File: config.mk
export PLATFORM = sky130hd
export DESIGN_NAME = llr_top
export DESIGN_NICKNAME = d
export VERILOG_FILES = /design/src/logic/llr_ramp_channel.v /design/src/logic/llr_top.v
export VERILOG_INCLUDE_DIRS = /design/src /design/src/logic
export SDC_FILE = /design/constraint.sdc
export NUM_CORES = 1
export LEC_CHECK = 0
export ABC_AREA = 1
export BUFFER_PORTS_ARGS = -buffer_cell sky130_fd_sc_hd__buf_2
export CORE_UTILIZATION = 50
export DETAILED_ROUTE_END_ITERATION = 8
export GPL_ROUTABILITY_DRIVEN = 1
export GPL_TIMING_DRIVEN = 0
export HOLD_SLACK_MARGIN = 0.03
export PLACE_DENSITY = 0.72
export SYNTH_ARGS = -nofsm -noshare
export SYNTH_HDL_FRONTEND = slang
export SYNTH_SLANG_ARGS = --single-unit
export TNS_END_PERCENT = 30
File: constraint.sdc
create_clock -name CORE_CLK -period 3.31 [get_ports CORE_CLK]
set_input_delay 0.1655 -clock CORE_CLK [delete_from_list [all_inputs] [get_ports CORE_CLK]]
set_output_delay 0.1655 -clock CORE_CLK [all_outputs]
set_load 0.02 [all_outputs]
File: src/logic/llr_defines.vh
`ifndef LLR_DEFINES_VH
`define LLR_DEFINES_VH

// ********************************************************************
// Clock and step interval times
// ********************************************************************
// Counts are in 8 ns clock cycles for 51 us, 13 ms, 26 ms and 52 ms.
// They are held as sized constants because the times in picoseconds overflow 32 bits.
`define LLR_STEP0_CYCLES 23'h0018E7
`define LLR_STEP1_CYCLES 23'h18CBA8
`define LLR_STEP2_CYCLES 23'h319750
`define LLR_STEP3_CYCLES 23'h632EA0
`define LLR_CNT_W 23

// ********************************************************************
// Ramp-rate selection codes, index is {ramp_rate_bit_a, ramp_rate_bit_b}
// ********************************************************************
`define LLR_RATE_51US 2'h0
`define LLR_RATE_13MS 2'h1
`define LLR_RATE_26MS 2'h2
`define LLR_RATE_52MS 2'h3

// ********************************************************************
// Level code and shared pin control fields
// ********************************************************************
`define LLR_CODE_W 5
`define LLR_CODE_ZERO 5'h00
`define LLR_PIN_EN_BIT 0
`define LLR_PIN_DIR_BIT 1
`define LLR_PIN_DATA_BIT 2
`define LLR_PIN_CTRL_RESET 8'h00

// ********************************************************************
// Layout of the captured host field vector
// ********************************************************************
`define LLR_HV_W 19
`define LLR_HV_RATE_LO 0
`define LLR_HV_PCODE_LO 2
`define LLR_HV_SCODE_LO 7
`define LLR_HV_PON 12
`define LLR_HV_SON 13
`define LLR_HV_UNI 14
`define LLR_HV_VMODE 15
`define LLR_HV_PIN_LO 16
`define LLR_HV_RESET 19'h00000

`endif

File: src/logic/llr_ramp_channel.v
`timescale 1ns/10ps
`default_nettype none
`include "llr_defines.vh"

module llr_ramp_channel #(
  parameter CNT_W = `LLR_CNT_W
) (
  input wire clk,
  input wire arst_n,
  input wire clear,
  input wire sink_on,
  input wire [`LLR_CODE_W-1:0] target,
  input wire [CNT_W-1:0] step_limit,
  output reg [`LLR_CODE_W-1:0] level,
  output reg busy,
  output reg sink_hiz
);

  reg [`LLR_CODE_W-1:0] goal;
  reg [CNT_W-1:0] cnt;
  reg [`LLR_CODE_W-1:0] next_level;
  reg [`LLR_CODE_W-1:0] next_goal;
  reg [CNT_W-1:0] next_cnt;
  reg next_busy;
  wire [`LLR_CODE_W-1:0] desired;
  wire [`LLR_CODE_W-1:0] run_goal;
  wire interval_done;

  // Switching off always aims at zero, even in the middle of a ramp.
  assign desired = sink_on ? target : `LLR_CODE_ZERO;
  assign run_goal = sink_on ? goal : `LLR_CODE_ZERO;
  // Compared live against the current limit so a rate change acts at once.
  assign interval_done = (cnt >= step_limit - {{(CNT_W-1){1'b0}}, 1'b1});

  function [`LLR_CODE_W-1:0] step_toward;
    input [`LLR_CODE_W-1:0] cur;
    input [`LLR_CODE_W-1:0] aim;
    begin
      if (aim > cur) begin
        step_toward = cur + 5'h01;
      end else if (aim < cur) begin
        step_toward = cur - 5'h01;
      end else begin
        step_toward = cur;
      end
    end
  endfunction

  always @* begin
    next_level = level;
    next_goal = goal;
    next_cnt = cnt;
    next_busy = busy;
    if (!busy) begin
      if (desired != level) begin
        // The first code of a ramp is taken without waiting an interval.
        next_goal = desired;
        next_level = step_toward(level, desired);
        next_cnt = {CNT_W{1'b0}};
        next_busy = (step_toward(level, desired) != desired);
      end
    end else if (interval_done) begin
      next_level = step_toward(level, run_goal);
      next_cnt = {CNT_W{1'b0}};
      next_busy = (step_toward(level, run_goal) != run_goal);
    end else begin
      // A new target waits here until the running ramp ends.
      next_cnt = cnt + {{(CNT_W-1){1'b0}}, 1'b1};
    end
  end

  always @(posedge clk or negedge arst_n) begin
    if (!arst_n) begin
      level <= `LLR_CODE_ZERO;
      goal <= `LLR_CODE_ZERO;
      cnt <= {CNT_W{1'b0}};
      busy <= 1'b0;
      sink_hiz <= 1'b1;
    end else if (clear) begin
      level <= `LLR_CODE_ZERO;
      goal <= `LLR_CODE_ZERO;
      cnt <= {CNT_W{1'b0}};
      busy <= 1'b0;
      sink_hiz <= 1'b1;
    end else begin
      level <= next_level;
      goal <= next_goal;
      cnt <= next_cnt;
      busy <= next_busy;
      // The sink floats only once it is off and the fade has reached zero.
      sink_hiz <= !sink_on && (next_level == `LLR_CODE_ZERO);
    end
  end

endmodule // llr_ramp_channel
`default_nettype wire

File: src/logic/llr_top.v
// Behaviour
// - Rate bits select 51us, 13ms, 26ms, 52ms steps.
// - Level changes ramp; only a low reset pin jumps the sink to zero.
// - One code per interval, each held fully; a waiting target leaves a ramp's last code after one cycle.
// - Switching on ramps upward from zero.
// - New target waits until current ramp completes.
// - Then ramp up or down to latest target.
// - Rate change applies immediately to remaining steps.
// - Pin function clear: pin is active-low reset.
// - Enabled, direction clear: pin is logic input.
// - Output mode: data 0 low, 1 released.
// - Primary enable 0 turns primary sink off.
// - Secondary enable 0 turns secondary sink off outside unison mode.
// - Enable 1 turns sink on at level; secondary enable counts only outside unison and voltage output mode.
// - Only five low level bits are used.
// - Unison mode drives both sinks from primary unless voltage output mode holds secondary off.
// - First step is immediate, then one interval each.
// - Switching off mid-ramp fades down at rate.
`timescale 1ns/10ps
`default_nettype none
`include "llr_defines.vh"

module llr_top #(
  parameter CNT_W = `LLR_CNT_W,
  parameter [`LLR_CNT_W-1:0] STEP0_CYCLES = `LLR_STEP0_CYCLES,
  parameter [`LLR_CNT_W-1:0] STEP1_CYCLES = `LLR_STEP1_CYCLES,
  parameter [`LLR_CNT_W-1:0] STEP2_CYCLES = `LLR_STEP2_CYCLES,
  parameter [`LLR_CNT_W-1:0] STEP3_CYCLES = `LLR_STEP3_CYCLES
) (
  input wire CORE_CLK,
  input wire ARST_N,
  input wire RAMP_RATE_BIT_A,
  input wire RAMP_RATE_BIT_B,
  input wire [7:0] PRIMARY_LEVEL_CODE,
  input wire [7:0] SECONDARY_LEVEL_CODE,
  input wire PRIMARY_SINK_ON,
  input wire SECONDARY_SINK_ON,
  input wire SHARED_LEVEL_SELECT,
  input wire VOLTAGE_OUTPUT_MODE,
  input wire [7:0] SHARED_PIN_CONTROL,
  input wire SHARED_PIN_IN,
  output reg SHARED_PIN_OUT,
  output reg SHARED_PIN_OE,
  output reg [7:0] SHARED_PIN_READ,
  output reg DEVICE_RESET_N,
  output wire [4:0] PRIMARY_APPLIED_CODE,
  output wire PRIMARY_SINK_HIZ,
  output wire PRIMARY_RAMP_BUSY,
  output wire [4:0] SECONDARY_APPLIED_CODE,
  output wire SECONDARY_SINK_HIZ,
  output wire SECONDARY_RAMP_BUSY
);

  // ******************************************************************
  // Host field capture
  // ******************************************************************

  // The host side writes these fields on its own timing. A field set is
  // taken only after it has been stable for a full cycle past the
  // synchroniser, so a half-finished write never reaches a sink.
  wire [`LLR_HV_W-1:0] host_raw;
  reg [`LLR_HV_W-1:0] host_meta;
  reg [`LLR_HV_W-1:0] host_sync;
  reg [`LLR_HV_W-1:0] host_prev;
  reg [`LLR_HV_W-1:0] host_live;

  assign host_raw = {SHARED_PIN_CONTROL[2:0], VOLTAGE_OUTPUT_MODE, SHARED_LEVEL_SELECT,
                     SECONDARY_SINK_ON, PRIMARY_SINK_ON, SECONDARY_LEVEL_CODE[4:0],
                     PRIMARY_LEVEL_CODE[4:0], RAMP_RATE_BIT_A, RAMP_RATE_BIT_B};

  always @(posedge CORE_CLK or negedge ARST_N) begin
    if (!ARST_N) begin
      host_meta <= `LLR_HV_RESET;
      host_sync <= `LLR_HV_RESET;
      host_prev <= `LLR_HV_RESET;
      host_live <= `LLR_HV_RESET;
    end else begin
      host_meta <= host_raw;
      host_sync <= host_meta;
      host_prev <= host_sync;
      if (host_sync == host_prev) begin
        host_live <= host_sync;
      end
    end
  end

  // ******************************************************************
  // Field decode
  // ******************************************************************

  wire [1:0] rate_sel;
  wire [4:0] pcode;
  wire [4:0] scode;
  wire pon;
  wire son;
  wire shared_level_select;
  wire vmode;
  wire pin_en;
  wire pin_dir;
  wire pin_data;

  assign rate_sel = host_live[`LLR_HV_RATE_LO +: 2];
  assign pcode = host_live[`LLR_HV_PCODE_LO +: 5];
  assign scode = host_live[`LLR_HV_SCODE_LO +: 5];
  assign pon = host_live[`LLR_HV_PON];
  assign son = host_live[`LLR_HV_SON];
  assign shared_level_select = host_live[`LLR_HV_UNI];
  assign vmode = host_live[`LLR_HV_VMODE];
  assign pin_en = host_live[`LLR_HV_PIN_LO + `LLR_PIN_EN_BIT];
  assign pin_dir = host_live[`LLR_HV_PIN_LO + `LLR_PIN_DIR_BIT];
  assign pin_data = host_live[`LLR_HV_PIN_LO + `LLR_PIN_DATA_BIT];

  // ******************************************************************
  // Step interval select
  // ******************************************************************

  function [`LLR_CNT_W-1:0] interval_cycles;
    input [1:0] sel;
    begin
      if (sel == `LLR_RATE_51US) begin
        interval_cycles = STEP0_CYCLES;
      end else if (sel == `LLR_RATE_13MS) begin
        interval_cycles = STEP1_CYCLES;
      end else if (sel == `LLR_RATE_26MS) begin
        interval_cycles = STEP2_CYCLES;
      end else begin
        interval_cycles = STEP3_CYCLES;
      end
    end
  endfunction

  // Shared by both sinks; a shortened simulation value below one cycle
  // is lifted to one so a step never becomes free.
  wire [CNT_W-1:0] step_limit_raw;
  wire [CNT_W-1:0] step_limit;

  assign step_limit_raw = interval_cycles(rate_sel);
  assign step_limit = (step_limit_raw == {CNT_W{1'b0}}) ? {{(CNT_W-1){1'b0}}, 1'b1} : step_limit_raw;

  // ******************************************************************
  // Shared pin
  // ******************************************************************

  reg pin_meta;
  reg pin_sync;

  always @(posedge CORE_CLK or negedge ARST_N) begin
    if (!ARST_N) begin
      pin_meta <= 1'b1;
      pin_sync <= 1'b1;
    end else begin
      pin_meta <= SHARED_PIN_IN;
      pin_sync <= pin_meta;
    end
  end

  // The pin is open-drain: it is only ever pulled low, never driven high.
  always @(posedge CORE_CLK or negedge ARST_N) begin
    if (!ARST_N) begin
      SHARED_PIN_OUT <= 1'b0;
      SHARED_PIN_OE <= 1'b0;
      DEVICE_RESET_N <= 1'b1;
      SHARED_PIN_READ <= `LLR_PIN_CTRL_RESET;
    end else begin
      SHARED_PIN_OUT <= 1'b0;
      SHARED_PIN_OE <= pin_en && pin_dir && !pin_data;
      DEVICE_RESET_N <= pin_en || pin_sync;
      SHARED_PIN_READ <= {5'h00, pin_sync, pin_dir, pin_en};
    end
  end

  // A low reset level on the pin returns both sinks to zero at once.
  wire ramp_clear;

  assign ramp_clear = !DEVICE_RESET_N;

  // ******************************************************************
  // Sink routing
  // ******************************************************************

  // Unison ties the secondary sink to the primary code and enable. In
  // voltage output mode the secondary pin is feedback, so its sink stays off.
  wire [1:0] ch_on;
  wire [9:0] ch_target;
  wire [9:0] ch_level;
  wire [1:0] ch_busy;
  wire [1:0] ch_hiz;

  assign ch_on[0] = pon;
  assign ch_on[1] = !vmode && (shared_level_select ? pon : son);
  assign ch_target[4:0] = pcode;
  assign ch_target[9:5] = shared_level_select ? pcode : scode;

  // ******************************************************************
  // Ramp channels
  // ******************************************************************

  genvar gi;
  generate
    for (gi = 0; gi < 2; gi = gi + 1) begin : g_sink
      llr_ramp_channel #(
        .CNT_W(CNT_W)
      ) u_ramp (
        .clk(CORE_CLK),
        .arst_n(ARST_N),
        .clear(ramp_clear),
        .sink_on(ch_on[gi]),
        .target(ch_target[gi*5 +: 5]),
        .step_limit(step_limit),
        .level(ch_level[gi*5 +: 5]),
        .busy(ch_busy[gi]),
        .sink_hiz(ch_hiz[gi])
      );
    end
  endgenerate

  assign PRIMARY_APPLIED_CODE = ch_level[4:0];
  assign PRIMARY_SINK_HIZ = ch_hiz[0];
  assign PRIMARY_RAMP_BUSY = ch_busy[0];
  assign SECONDARY_APPLIED_CODE = ch_level[9:5];
  assign SECONDARY_SINK_HIZ = ch_hiz[1];
  assign SECONDARY_RAMP_BUSY = ch_busy[1];

endmodule // llr_top
`default_nettype wire

==> results.md, run 1 <==
Floorplan:
- The standard-cell row count is slightly below 50.
- The effective utilization at floorplan is 0.514.
- 58 I/O pins were placed.
- The die area is ~19,000 um2.
- The die is 139 um tall.
- The die extent in x is ~140 um.
- The core outline area is 18,100 um2.

Synthesis:
- Of the post-synthesis cell area, the part taken by muxes is 0.0192.
- For this run, the number of Yosys warnings is 0.
- Synthesis produced 1,133 cells.
- Synthesis inferred 153 register bits.
- The post-synthesis adder-cell area fraction is 0.105.
- Synthesis instantiated 54 different standard cells from the library.
- The xor and xnor fraction of the mapped netlist area is 0.0629.
- The dominant combinational cell family by area after synthesis is simple AND/OR/NAND/NOR gates.
- The sequential cell area fraction in the yosys report is 0.411.
- The number of enable flip-flop cells after synthesis is 0.
- After synthesis, the mean cell area works out to 8.24 um2.
- The most frequently used flop master after synthesis is sky130_fd_sc_hd__dfrtp_1.
- Of the total synthesized cell area, the portion taken by AND, OR, NAND and NOR gates is 0.268.
- The mapped cell area is 9330 um2.
- The share of synthesized registers carrying an async set or reset is 1.00.
- The synthesized-area fraction occupied by ao, oa, aoi and oai cells is 0.0654.

Global route:
- The initial antenna violation count is 0.
- Across every metal layer, demand over resource in global routing totals 0.232.
- Entering global routing, the biggest net connects 92 pins.
- The first global-routing pass estimated 35.4 mm of wire.
- The number of global-route vias before repair is between 7,000 and 8,000.
- The total overflow left after global routing is 0.

Routing:
- Once detail routing completed, the nets flagged for antenna violations numbered 0.
- The count of TritonRoute iterations in the first routing pass is 7.
- In the final routed layout, each cell accounts on average for 14.4 um.
- The DRC violation total after the first TritonRoute iteration is 624.
- After detailed routing, the number of vias per cell comes to 5.25.
- After detailed routing, the number of remaining DRC violations is 2.
- The routed layout has 7,719 vias.
- Summed over all layers, the routed wires come to 21.2 mm.

Placed design:
- The final weighted congestion in routability-driven placement is 0.893.
- The final HPWL from detailed placement is 15.3 mm.
- The count of buffers inserted at the top-level ports is 40.
- The post-placement cell count is between 1,000 and 1,500.

Worst setup path:
- The worst setup path is launched from a flop.
- The kind of cell adding the most delay to the critical path is simple AND/OR/NAND/NOR gates.
- The required arrival time at the worst endpoint is 3.62 ns.
- The critical-path maximum fanout is 10.
- The signal on the critical path passes through inv_2, nor2_1, nor3_4, buf_4, nand2_1, inv_1, ha_1, nand2_1, nor2_1, nand2_2, nor3_4, inv_1, buf_2, nand2_1, xor2_1, nor2_1.
- The kind of capture point of the worst setup path is a flop.
- Data arrives at the worst endpoint at 3.33 ns.
- The longest individual stage delay on the worst path is 0.47 ns.
- The critical path contains buffers and inverters numbering 5 combined.
- By startpoint and endpoint, the worst setup path is classified as flop to flop.
- The cell with the largest stage delay on the worst path is sky130_fd_sc_hd__dfrtp_1.

Timing:
- The worst path in the final design needs a cycle of 3.02 ns, including I/O delays and setup.
- Setup repair after global routing left no endpoint under its margin.
- The setup clock skew after layout is ~0.0080 ns.
- The worst-margin pin slew is 0.624 ns.
- In the finished design, the share of the clock period the worst path needs comes to 0.911.
- The number of endpoints failing setup at the final stage is 0.
- In this run the tightest slew margin relative to its limit is 0.584.
- The final number of hold-violating endpoints is 0.
- The final setup TNS is 0 ns.
- Timing would allow up to 332 MHz.
- The max-slew violation count came to 0.

Clock tree:
- For this design, the sink count on the clock tree is 153.
- The latest clock arrival within the worst-skew pair is 0.43 ns.
- The TritonCTS clock tree is yes.
- The longest clock path from root to sink contains 2 buffers.
- TritonCTS created 17 clock buffers.
- The H-tree was split into 4 levels.
- Clock-pin slew was measured on the worst setup and hold paths at 0.07 ns.
- The library cell used as clock root buffer is sky130_fd_sc_hd__clkbuf_16.

Outcome:
- The flow ran to the end, but the final reports show violations.
- The checks that failed: design-rule violations.

Final layout:
- The layout-stage area growth over the synthesis result is 15.9%.
- The proportion of layout cells with a drive suffix above 1 is 0.127.
- The number of inserted diodes is 0.
- In the layout the commonest cells are 291 x sky130_fd_sc_hd__nand2_1, 147 x sky130_fd_sc_hd__dfrtp_1, 120 x sky130_fd_sc_hd__inv_1, 109 x sky130_fd_sc_hd__nor2_1, 86 x sky130_fd_sc_hd__nand3_1.
- The final cell count without fillers is ~1,500.
- The filler cells instantiated in the layout total roughly 1,600.
- The final layout contains 1,338 nets.
- For this run, the share of the core covered by cells in the final layout is 0.596.
- The library cell used most frequently in the layout, excluding fill and tap cells, is sky130_fd_sc_hd__nand2_1.

Worst hold path:
- The path type of the worst min-delay path is input pin to async pin.

Job:
- Max-cap violations in this run came to 0.

Power and ir drop:
- VDD sags by at most 520 uV.
- The leakage power total is 5.50 nW.
- For this design the ratio of total power to cell area is 381 nW/um2.
- After layout, the design draws a total of about 4 mW.
-- path summary, 6_finish.rpt --
check                                          startpoint                              endpoint  slack (ns)  cells past startpoint
worst max-delay path            host_live[14]$_DFFE_PN0N_  g_sink[1].u_ramp.cnt[11]$_DFFE_PN0P_        0.29                     16
max in group asynchronous                          ARST_N                host_meta[8]$_DFF_PN0_        2.17                      3
worst min-delay path                               ARST_N   g_sink[1].u_ramp.cnt[5]$_DFFE_PN0P_        0.30                      2
worst max register to register  host_live[14]$_DFFE_PN0N_  g_sink[1].u_ramp.cnt[11]$_DFFE_PN0P_        0.29                     16
min in group CORE_CLK              host_meta[1]$_DFF_PN0_                host_sync[1]$_DFF_PN0_        0.35                      0
worst min register to register     host_meta[1]$_DFF_PN0_                host_sync[1]$_DFF_PN0_        0.35                      0
-- worst reg2reg max path: stages (launching register included) --
cell and delay, ns:
sky130_fd_sc_hd__dfrtp_1 0.47, sky130_fd_sc_hd__inv_2 0.11, sky130_fd_sc_hd__nor2_1 0.19, sky130_fd_sc_hd__nor3_4 0.09
sky130_fd_sc_hd__buf_4 0.16, sky130_fd_sc_hd__nand2_1 0.10, sky130_fd_sc_hd__inv_1 0.07, sky130_fd_sc_hd__ha_1 0.28
sky130_fd_sc_hd__nand2_1 0.05, sky130_fd_sc_hd__nor2_1 0.15, sky130_fd_sc_hd__nand2_2 0.13, sky130_fd_sc_hd__nor3_4 0.44
sky130_fd_sc_hd__inv_1 0.15, sky130_fd_sc_hd__buf_2 0.22, sky130_fd_sc_hd__nand2_1 0.10, sky130_fd_sc_hd__xor2_1 0.14
sky130_fd_sc_hd__nor2_1 0.06
-- per-stage QoR --
stage	hold slack (ns)	setup WS (ns)	cell area [um2]
after floorplan	-0.130	0.673	9360
after global placement	0.272	-0.162	9850
after detailed placement	0.212	-0.166	9880
after CTS	0.313	0.0477	10700
after global routing	0.333	0.0160	10800
final	0.298	0.294	10800
-- cells by family (layout without fill, tap and decap cells) --
group	after synthesis	in the layout
other	2	10
AND/OR/NAND/NOR	564	564
buffers and inverters	150	249
flip-flops	153	153
AO/OA/AOI/OAI	103	103
XOR/XNOR	67	67
adder cells (fa/ha/maj)	78	78
multiplexers	16	16
-- flip-flops by register name, indices dropped and copies added, names as in the netlist --
signal / count
host_meta: 19
g_sink.u_ramp.goal: 10
host_prev: 19
host_sync: 19
SHARED_PIN_OE: 1
SHARED_PIN_READ: 3
g_sink.u_ramp.sink_hiz: 2
g_sink.u_ramp.cnt: 46
g_sink.u_ramp.level: 10
g_sink.u_ramp.busy: 2
pin_meta: 1
host_live: 19
DEVICE_RESET_N: 1
pin_sync: 1
-- layout make-up --
type / instances / area [um2] / area share
Multi-Input combinational cell: 838 / 4920 / 0.455
Buffer: 21 / 144 / 0.0133
Inverter: 129 / 490 / 0.0453
Clock buffer: 17 / 425 / 0.0393
Clock inverter: 15 / 219 / 0.0202
Sequential cell: 153 / 3840 / 0.355
Tap cell: 229 / 287 / 0.0265
Timing Repair Buffer: 67 / 494 / 0.0457
-- where the power goes --
group / leakage [nW] / total, mW / switching [mW] / internal, mW
sequential: 1.98 / 1.93 / 0.0215 / 1.91
clock: 0.306 / 2.01 / 0.962 / 1.04
combinational: 3.21 / 0.188 / 0.117 / 0.0715
total: 5.50 / 4.12 / 1.10 / 3.02
-- what timing repair did --
| item | 4_1_cts | 5_1_grt |
|---|---|---|
| resized for setup | 2 | 5 |
| hold buffers | 21 | 0 |
| setup buffers | 0 | 5 |
| endpoints found under the hold margin | 80 | 0 |
| endpoints found under the setup margin | 23 | 44 |
| pin swaps | 1 | 2 |
| cloned | 0 | 0 |
-- synthesized netlist by cell type (2+ instances only) --
library cell	instances	area share
sky130_fd_sc_hd__a21o_1	3	0.0024
sky130_fd_sc_hd__a21oi_1	42	0.023
sky130_fd_sc_hd__a21oi_4	2	0.0035
sky130_fd_sc_hd__a22o_1	2	0.0019
sky130_fd_sc_hd__buf_2	8	0.0043
sky130_fd_sc_hd__buf_4	6	0.0048
sky130_fd_sc_hd__buf_6	3	0.0036
sky130_fd_sc_hd__clkbuf_1	2	0.00080
sky130_fd_sc_hd__conb_1	2	0.00080
sky130_fd_sc_hd__dfrtp_1	148	0.40
sky130_fd_sc_hd__dfstp_2	5	0.014
sky130_fd_sc_hd__ha_1	78	0.10
sky130_fd_sc_hd__inv_1	121	0.049
sky130_fd_sc_hd__inv_2	4	0.0016
sky130_fd_sc_hd__inv_4	2	0.0013
sky130_fd_sc_hd__mux2_2	15	0.018
sky130_fd_sc_hd__nand2_1	291	0.12
sky130_fd_sc_hd__nand2_2	3	0.0020
sky130_fd_sc_hd__nand3_1	87	0.047
sky130_fd_sc_hd__nand3_2	4	0.0043
sky130_fd_sc_hd__nand3b_1	4	0.0032
sky130_fd_sc_hd__nand4_1	28	0.019
sky130_fd_sc_hd__nor2_1	110	0.044
sky130_fd_sc_hd__nor2_2	4	0.0027
sky130_fd_sc_hd__nor2_4	2	0.0024
sky130_fd_sc_hd__nor3_1	13	0.0070
sky130_fd_sc_hd__nor3_2	6	0.0064
sky130_fd_sc_hd__nor3_4	3	0.0052
sky130_fd_sc_hd__nor4_1	3	0.0020
sky130_fd_sc_hd__o211ai_1	3	0.0024
sky130_fd_sc_hd__o21ai_0	22	0.012
sky130_fd_sc_hd__o21ai_1	9	0.0048
sky130_fd_sc_hd__o22ai_1	5	0.0034
sky130_fd_sc_hd__o31ai_1	7	0.0056
sky130_fd_sc_hd__or2_2	2	0.0013
sky130_fd_sc_hd__xnor2_1	19	0.018
sky130_fd_sc_hd__xor2_1	48	0.045
-- metal layers --
layer	wire length [um]	up-vias	track usage
li1	-	3876	-
met1	9870	3630	0.313
met2	10100	185	0.380
met3	988	28	0.0439
met4	281	0	0.0696
met5	0	-	0
No activity file was read; power rests on OpenSTA's default activity.
==> run 2, diff against run 1 <==
Settings changed: PLACE_DENSITY 0.72 to unset, PLACE_DENSITY_LB_ADDON set to 0.3.
==> run 2 against run 1 <==
Compared with the run above: the flow still finishes with violations (design-rule violations); final cell count about the same; critical path depth increased by 1; cell area down 0.10%; via count fell by 0.76%; clock skew rose by 0.0033 ns; total power fell by 0.14%; global-route usage increased by 0.45 points; combinational power is 3% higher; non-clock buffer count rose by 1; critical path type unchanged; critical endpoint is now g_sink[0].u_ramp.cnt[13]$_DFFE_PN0P_; largest cell class unchanged.
==> results.md, run 2 (synthesis gave the netlist of run 1 again) <==
Worst setup path:
- Data on the critical path arrives at its endpoint at 3.34 ns.
- STA classifies the critical path startpoint as a flop.
- The longest individual stage delay on the worst path is a little under 0.5 ns.
- The required arrival time at the worst endpoint is 3.62 ns.
- STA classifies the critical path endpoint as a flop.
- By instance count, the cell type seen most on the critical path is sky130_fd_sc_hd__nand2_1.
- The signal on the critical path passes through inv_1, ha_1, nor2_2, inv_2, ha_1, nand2_1, nor2_1, nand2_1, nor3_1, nand2_1, nand3_4, nor2_4, inv_4, nand2_2, inv_2, buf_6, nor2_1.
- The cell with the largest stage delay on the worst path is sky130_fd_sc_hd__dfrtp_2.
- The kind of critical path is flop to flop.
- The cell depth of the worst flop-to-flop path is 17.
- Along the worst path, the maximum fanout reaches 10.

Outcome:
- The checks that failed: design-rule violations.
- The run finished, with violations left.

Clock tree:
- Clock-pin slew was measured on the worst setup and hold paths at 0.07 ns.
- The clock reaches the later pin of the worst-skew pair after 0.43 ns.
- In this run the deepest clock path goes through 2 buffers.
- The number of clock buffers inserted by TritonCTS is 17.
- The depth of the CTS H-tree is 4.
- The library cell used as clock root buffer is sky130_fd_sc_hd__clkbuf_16.
- TritonCTS built the clock tree.
- Clock tree synthesis found a total of 153 sinks.

Final layout:
- The register with the most flip-flops is g_sink.u_ramp.cnt.
- In the final layout, the share of cells above drive strength 1 is 0.128.
- For this run, the post-layout net count is 1,339.
- The number of flip-flops under the largest register name is 46.
- The library cells used most frequently in the layout, excluding fill and tap cells, are 291 x sky130_fd_sc_hd__nand2_1, 147 x sky130_fd_sc_hd__dfrtp_1, 120 x sky130_fd_sc_hd__inv_1, 109 x sky130_fd_sc_hd__nor2_1, 86 x sky130_fd_sc_hd__nand3_1.
- The final cell count without fillers is around 1,500.
- The layout-stage area growth over the synthesis result is 15.8%.
- The leading cell type in the layout, fill and taps excluded is sky130_fd_sc_hd__nand2_1.
- The repair_antennas step left the layout with diodes totalling 0.

Routing:
- The routed via count divided by cell count is about 5.2.
- The count of nets left with antenna violations after detail routing is 0.
- The count of TritonRoute iterations in the first routing pass is 7.
- The total wire length is 21.4 mm.
- The vias after detailed routing is roughly 7,700.
- In the final routed layout, each cell accounts on average for between 10 and 15 um.
- The remaining routing DRC violations is 6.
- The DRC violation total after the first TritonRoute iteration is between 500 and 600.

Placed design:
- The count of buffers added on input and output ports is 40.
- The worst setup slack after placement is -0.229 ns.
- The post-placement cell count is approximately 1,400.
- The final weighted congestion in routability-driven placement is 0.928.
- The final HPWL from detailed placement is 15.6 mm.

Job:
- The number of max-cap violations is 0.

Floorplan:
- 58 I/O pins were placed.
- The core outline area is roughly 18,000 um2.
- From bottom edge to top edge, the die measures about 140 um.
- The initialized floorplan defines 49 standard-cell rows.
- The floorplan step defined a die boundary enclosing 19,200 um2.
- The effective utilization at floorplan is 0.514.
- The die extent in x is around 140 um.

Timing:
- For the pin with the worst max-slew slack, the measured transition is ~0.5 ns.
- Setup repair after global routing could not meet its margin everywhere.
- The max-slew violation count came to 0.
- The max-slew headroom at the worst pin is 0.663.
- The setup clock skew after layout is 0.0114 ns.
- The highest clock rate is 331 MHz.
- The post-layout minimum cycle time is between 3 and 4 ns.
- Setup violations remaining at the end of the flow were counted as 0.
- Dividing the final minimum period by the clock period gives 0.914.
- The final number of hold-violating endpoints is 0.
- The setup slack of the critical path after layout is 0.285 ns.

Power and ir drop:
- Across the VDD grid, the largest voltage drop is approximately 530 uV.
- In this run the power density over the cells is 381 nW/um2.
- Total power for the finished layout comes to approximately 4.1 mW.
- Summed over all cells, the static leakage comes to ~5.5 nW.

Global route:
- Entering global routing, the biggest net connects about 110 pins.
- The total global routing track utilization is 0.236.
- The initial antenna violation count is 0.
- The total overflow left after global routing is 0.
- The number of global-route vias before repair is 7,449.
- The first global-routing pass estimated 36.4 mm of wire.

Worst hold path:
- The worst hold path belongs to the class input pin to async pin.
## run 2: changes by cell type in the layout (fill, tap and decap cells not counted)
| cell | before | now |
|---|---|---|
| sky130_fd_sc_hd__buf_4 | 10 | 11 |
| sky130_fd_sc_hd__inv_12 | 1 | 0 |
| sky130_fd_sc_hd__clkinv_4 | 1 | 0 |
| sky130_fd_sc_hd__clkinv_8 | 10 | 5 |
| sky130_fd_sc_hd__clkinvlp_4 | 0 | 2 |
| sky130_fd_sc_hd__bufinv_16 | 0 | 1 |
| sky130_fd_sc_hd__inv_6 | 1 | 2 |
| sky130_fd_sc_hd__inv_8 | 2 | 5 |
## run 2: worst max-delay path, delay by kind of cell, from the launching register on
| family | cells | cell delay [ns] |
|---|---|---|
| buffers and inverters | 5 | 0.61 |
| flip-flops | 1 | 0.49 |
| adder cells (fa/ha/maj) | 2 | 0.54 |
| AND/OR/NAND/NOR | 10 | 1.28 |
## run 2: path summary, 6_finish.rpt
check	end	from	slack [ns]
min	g_sink[1].u_ramp.cnt[14]$_DFFE_PN0P_	ARST_N	0.26
max	g_sink[0].u_ramp.cnt[13]$_DFFE_PN0P_	host_live[0]$_DFFE_PN0N_	0.29
max reg2reg	g_sink[0].u_ramp.cnt[13]$_DFFE_PN0P_	host_live[0]$_DFFE_PN0N_	0.29
min in group CORE_CLK	host_sync[6]$_DFF_PN0_	host_meta[6]$_DFF_PN0_	0.35
max in group asynchronous	g_sink[1].u_ramp.sink_hiz$_DFF_PN1_	ARST_N	2.19
min reg2reg	host_sync[6]$_DFF_PN0_	host_meta[6]$_DFF_PN0_	0.35
## run 2: power breakdown
| part | switching [mW] | internal [mW] |
|---|---|---|
| Combinational | 0.118 | 0.0752 |
| Clock | 0.899 | 1.10 |
| Sequential | 0.0218 | 1.91 |
| Total | 1.04 | 3.08 |
## run 2: area by class of cell
| class | count | area (um2) |
|---|---|---|
| plain buffers | 21 | 144 |
| clock buffers | 17 | 425 |
| flip-flops and latches | 153 | 3840 |
| clock inverters | 15 | 200 |
| inverters | 129 | 490 |
| repair buffers | 68 | 502 |
| well taps | 229 | 287 |
| multi-input cells | 838 | 4920 |
| fillers | 1570 | 7340 |
## run 2: through the flow
stage	hold WS, ns	TNS, ns	instance area [um2]	utilization
4_1_cts	0.268	0	10700	0.592
3_5_place_dp	0.148	-3.66	9880	0.545
2_1_floorplan	-0.130	0	9360	-
3_3_place_gp	0.272	-23.35	9850	0.543
5_1_grt	0.291	-0.0155	10800	0.595
6_report	0.256	0	10800	0.595
## run 2: routing by layer
| metal | wire (um) | up-vias | share of wire | global-route usage |
|---|---|---|---|---|
| met1 | 10200 | 3588 | 0.48 | 0.322 |
| met3 | 838 | 25 | 0.039 | 0.0356 |
| li1 | - | 3881 | - | - |
| met4 | 270 | 0 | 0.013 | 0.0696 |
| met2 | 10100 | 166 | 0.47 | 0.392 |
| met5 | 0 | - | 0 | 0 |
## run 2: repair_timing
action	4_1_cts	5_1_grt
pin swaps	1	2
resized for setup	3	4
endpoints found under the hold margin	66	0
hold buffers	21	0
setup buffers	2	4
endpoints found under the setup margin	35	47
==> run 3, diff against run 2 <==
Clock period 3.31 ns to 3 ns, I/O delays scaled along.
==> run 3 against run 2 <==
Compared with the run above: the flow still finishes with violations (design-rule violations); critical endpoint is now g_sink[0].u_ramp.busy$_DFF_PN0_; fmax rose by 6.5%; first-iteration DRC count fell by 3.9%; core utilization rose by 1.2 points; critical path type unchanged; worst hold slack got worse by 0.014 ns; non-clock buffer count rose by 21.
==> results.md, run 3 (synthesis gave the netlist of run 1 again) <==
Outcome:
- The flow ran to the end, but the final reports show violations.
- The final reports fail on design-rule violations.

Routing:
- Before antenna repair, the detailed router went through 7 iterations.
- The DRC violation total after the first TritonRoute iteration is between 500 and 600.
- The remaining routing DRC violations is 6.
- After detailed routing, the number of vias per cell comes to around 5.3.
- The detailed route wirelength on metal3 is 1.02 mm.
- The vias after detailed routing is 7,854.
- After detailed routing, the wire length on met1 is 10.2 mm.
- The total wire length is 21.8 mm.
- The average detailed-routed wire length per instance is 14.6 um.
- After detailed routing, the met2 layer carries 10.3 mm of wire.
- The count of nets left with antenna violations once routing finished came out at 0.
- The highest metal layer with signal wires is met4.

Floorplan:
- The die extent in x is roughly 140 um.
- The floorplan die height is 139 um.
- The core region is between 15,000 and 20,000 um2.
- In this run the count of I/O pins placed on the die edge is 58.
- For this configuration, the core starts out at a cell density of 0.514.
- The initialized floorplan defines 49 standard-cell rows.
- The die covers about 19,000 um2.

Final layout:
- The register with the most flip-flops is g_sink.u_ramp.cnt.
- In the layout the commonest cells are 288 x sky130_fd_sc_hd__nand2_1, 146 x sky130_fd_sc_hd__dfrtp_1, 117 x sky130_fd_sc_hd__inv_1, 105 x sky130_fd_sc_hd__nor2_1, 86 x sky130_fd_sc_hd__nand3_1.
- The layout-stage area growth over the synthesis result is 18.1%.
- The number of antenna diodes in the final layout is 0.
- Summing all flip-flop and latch instances after layout gives roughly 3800 um2.
- The leading cell type in the layout, fill and taps excluded is sky130_fd_sc_hd__nand2_1.
- Summing all multi-input logic gate instances after layout gives 4970 um2.
- For this run, the post-layout net count is ~1,400.
- In the final layout, the share of cells above drive strength 1 is 0.154.
- The final cell count without fillers is 1,492.
- The filler cell count is 1,529.
- The register with the most flip-flops in the layout has 46 of them.

Placed design:
- The post-placement cell count is roughly 1,400.
- The final HPWL from detailed placement is 15.6 mm.
- The final weighted congestion in routability-driven placement is between 0.9 and 1.
- Port buffering added 40 buffers.

Clock tree:
- The H-tree was split into 4 levels.
- The number of clock buffers inserted by TritonCTS is 17.
- The clock-pin slew on the worst setup and hold paths is 0.07 ns.
- In this run the clock root is driven by a sky130_fd_sc_hd__clkbuf_16.
- The TritonCTS clock tree is yes.
- The clock passes through at most 2 buffers.
- The clock sink count is roughly 150.
- The latest clock arrival within the worst-skew pair is 0.43 ns.

Power and ir drop:
- The maximum vdd ir drop is 590 uV.
- The power density over the cells is 413 nW/um2.
- The switching part of the total power is 0.253.
- Of the total power, the clock network draws 0.484.
- The share of power burned in combinational logic is 0.048.
- The share of total power in sequential cells is 0.468.
- For this design the total switching power over the nets is 1.15 mW.
- The leakage power total is 5.61 nW.
- The cell-internal power is 3.40 mW.

Global route:
- The number of global-route vias before repair is around 7,500.
- The global-route wire length before repair is 36.7 mm.
- The initial antenna violation count is 0.
- Entering global routing, the biggest net connects 107 pins.
- The total global routing track utilization is 0.239.
- The total overflow left after global routing is 0.

Timing:
- The final number of hold-violating endpoints is 0.
- The setup clock skew after layout is around 0.011 ns.
- The post-layout minimum cycle time is 2.84 ns.
- The tightest hold path in the finished design has a slack of about 0.24 ns.
- The max-slew violation count is 0.
- Dividing the final minimum period by the clock period gives 0.947.
- Setup repair after global routing could not meet its margin everywhere.
- The worst-margin pin slew is 0.510 ns.
- The worst pin sits at a relative slew slack of 0.660.
- Static timing analysis puts the maximum clock frequency at 352 MHz.
- The number of endpoints failing setup at the final stage is 0.

Worst setup path:
- The slowest stage of the critical path belongs to the cell sky130_fd_sc_hd__dfrtp_1.
- On the worst path, the slowest cell contributes a delay of just over 0.4 ns.
- The kind of start point of the critical path is a flop.
- The critical-path maximum fanout is 10.
- The required arrival time at the worst endpoint is ~3.4 ns.
- The kind of critical path is flop to flop.
- The buffer and inverter count on the worst path is 2.
- The most numerous cell type found on the critical path is sky130_fd_sc_hd__nand2_1.
- Traced cell by cell, the critical path runs through clkbuf_1, nand2_1, inv_1, ha_1, a21oi_1, nand3_2, nand2_1, nor2_1, nor2_1, nand2_1, nand2_1, nor2_1, nand3_1, nand2_1, nor2_1.
- The critical path data arrival time is 3.19 ns.
- The kind of capture point of the worst setup path is a flop.
- Among cell families on the critical path, the largest total delay comes from simple AND/OR/NAND/NOR gates.

Worst hold path:
- The min-delay analysis places its worst path in the category input pin to async pin.

Job:
- The number of max-cap violations is 0.
==> run 3: final cells by class <==
type                            count  share of cell area
Clock buffer                       17              0.0386
Multi-Input combinational cell    839               0.451
Sequential cell                   153               0.348
Buffer                             21              0.0130
Tap cell                          229              0.0260
Inverter                          129              0.0449
Timing Repair Buffer               89              0.0601
Clock inverter                     15              0.0182
==> run 3: metal layers <==
layer | GRT usage | up-vias
met5 | 0 | -
met4 | 0.0637 | 0
met3 | 0.0401 | 24
met2 | 0.397 | 209
met1 | 0.325 | 3697
li1 | - | 3924
==> run 3: stage by stage <==
stage | total power [mW] | util | TNS, ns | worst slack [ns] | area [um2]
finish | 4.55 | 0.608 | 0 | 0.160 | 11000
CTS | 4.58 | 0.596 | 0 | 0.0218 | 10800
detailed placement | 2.36 | 0.545 | -17.76 | -0.539 | 9880
floorplan | 2.26 | - | 0 | 0.363 | 9360
global placement | 2.35 | 0.543 | -80.42 | -0.475 | 9850
global route | 4.71 | 0.608 | -0.249 | -0.111 | 11000
==> run 3: repair_timing <==
| action | 4_1_cts | 5_1_grt |
|---|---|---|
| cloned | 0 | 1 |
| gates resized for setup | 10 | 19 |
| endpoints found under the setup margin | 60 | 45 |
| endpoints found under the hold margin | 66 | 0 |
| pin swaps | 4 | 12 |
| setup buffers | 7 | 20 |
| hold buffers | 21 | 0 |
==> run 3: path summary, 6_finish.rpt <==
path                                            from                                   end  slack [ns]  cells after the start
setup reg to reg           host_live[12]$_DFFE_PN0N_       g_sink[0].u_ramp.busy$_DFF_PN0_        0.16                     15
setup / recovery           host_live[12]$_DFFE_PN0N_       g_sink[0].u_ramp.busy$_DFF_PN0_        0.16                     15
hold / removal                                ARST_N  g_sink[1].u_ramp.cnt[14]$_DFFE_PN0P_        0.24                      2
min in group CORE_CLK         host_meta[8]$_DFF_PN0_                host_sync[8]$_DFF_PN0_        0.35                      0
hold reg to reg               host_meta[8]$_DFF_PN0_                host_sync[8]$_DFF_PN0_        0.35                      0
max in group asynchronous                     ARST_N   g_sink[1].u_ramp.sink_hiz$_DFF_PN1_        1.89                      3
==> run 3: power by group through the flow <==
stage	logic, mW	clock network (mW)	registers [mW]
6_report	0.218	2.21	2.13
5_1_grt	0.244	2.33	2.13
4_1_cts	0.215	2.23	2.13
3_5_place_dp	0.187	0	2.17
3_3_place_gp	0.178	0	2.17
2_1_floorplan	0.0981	0	2.17
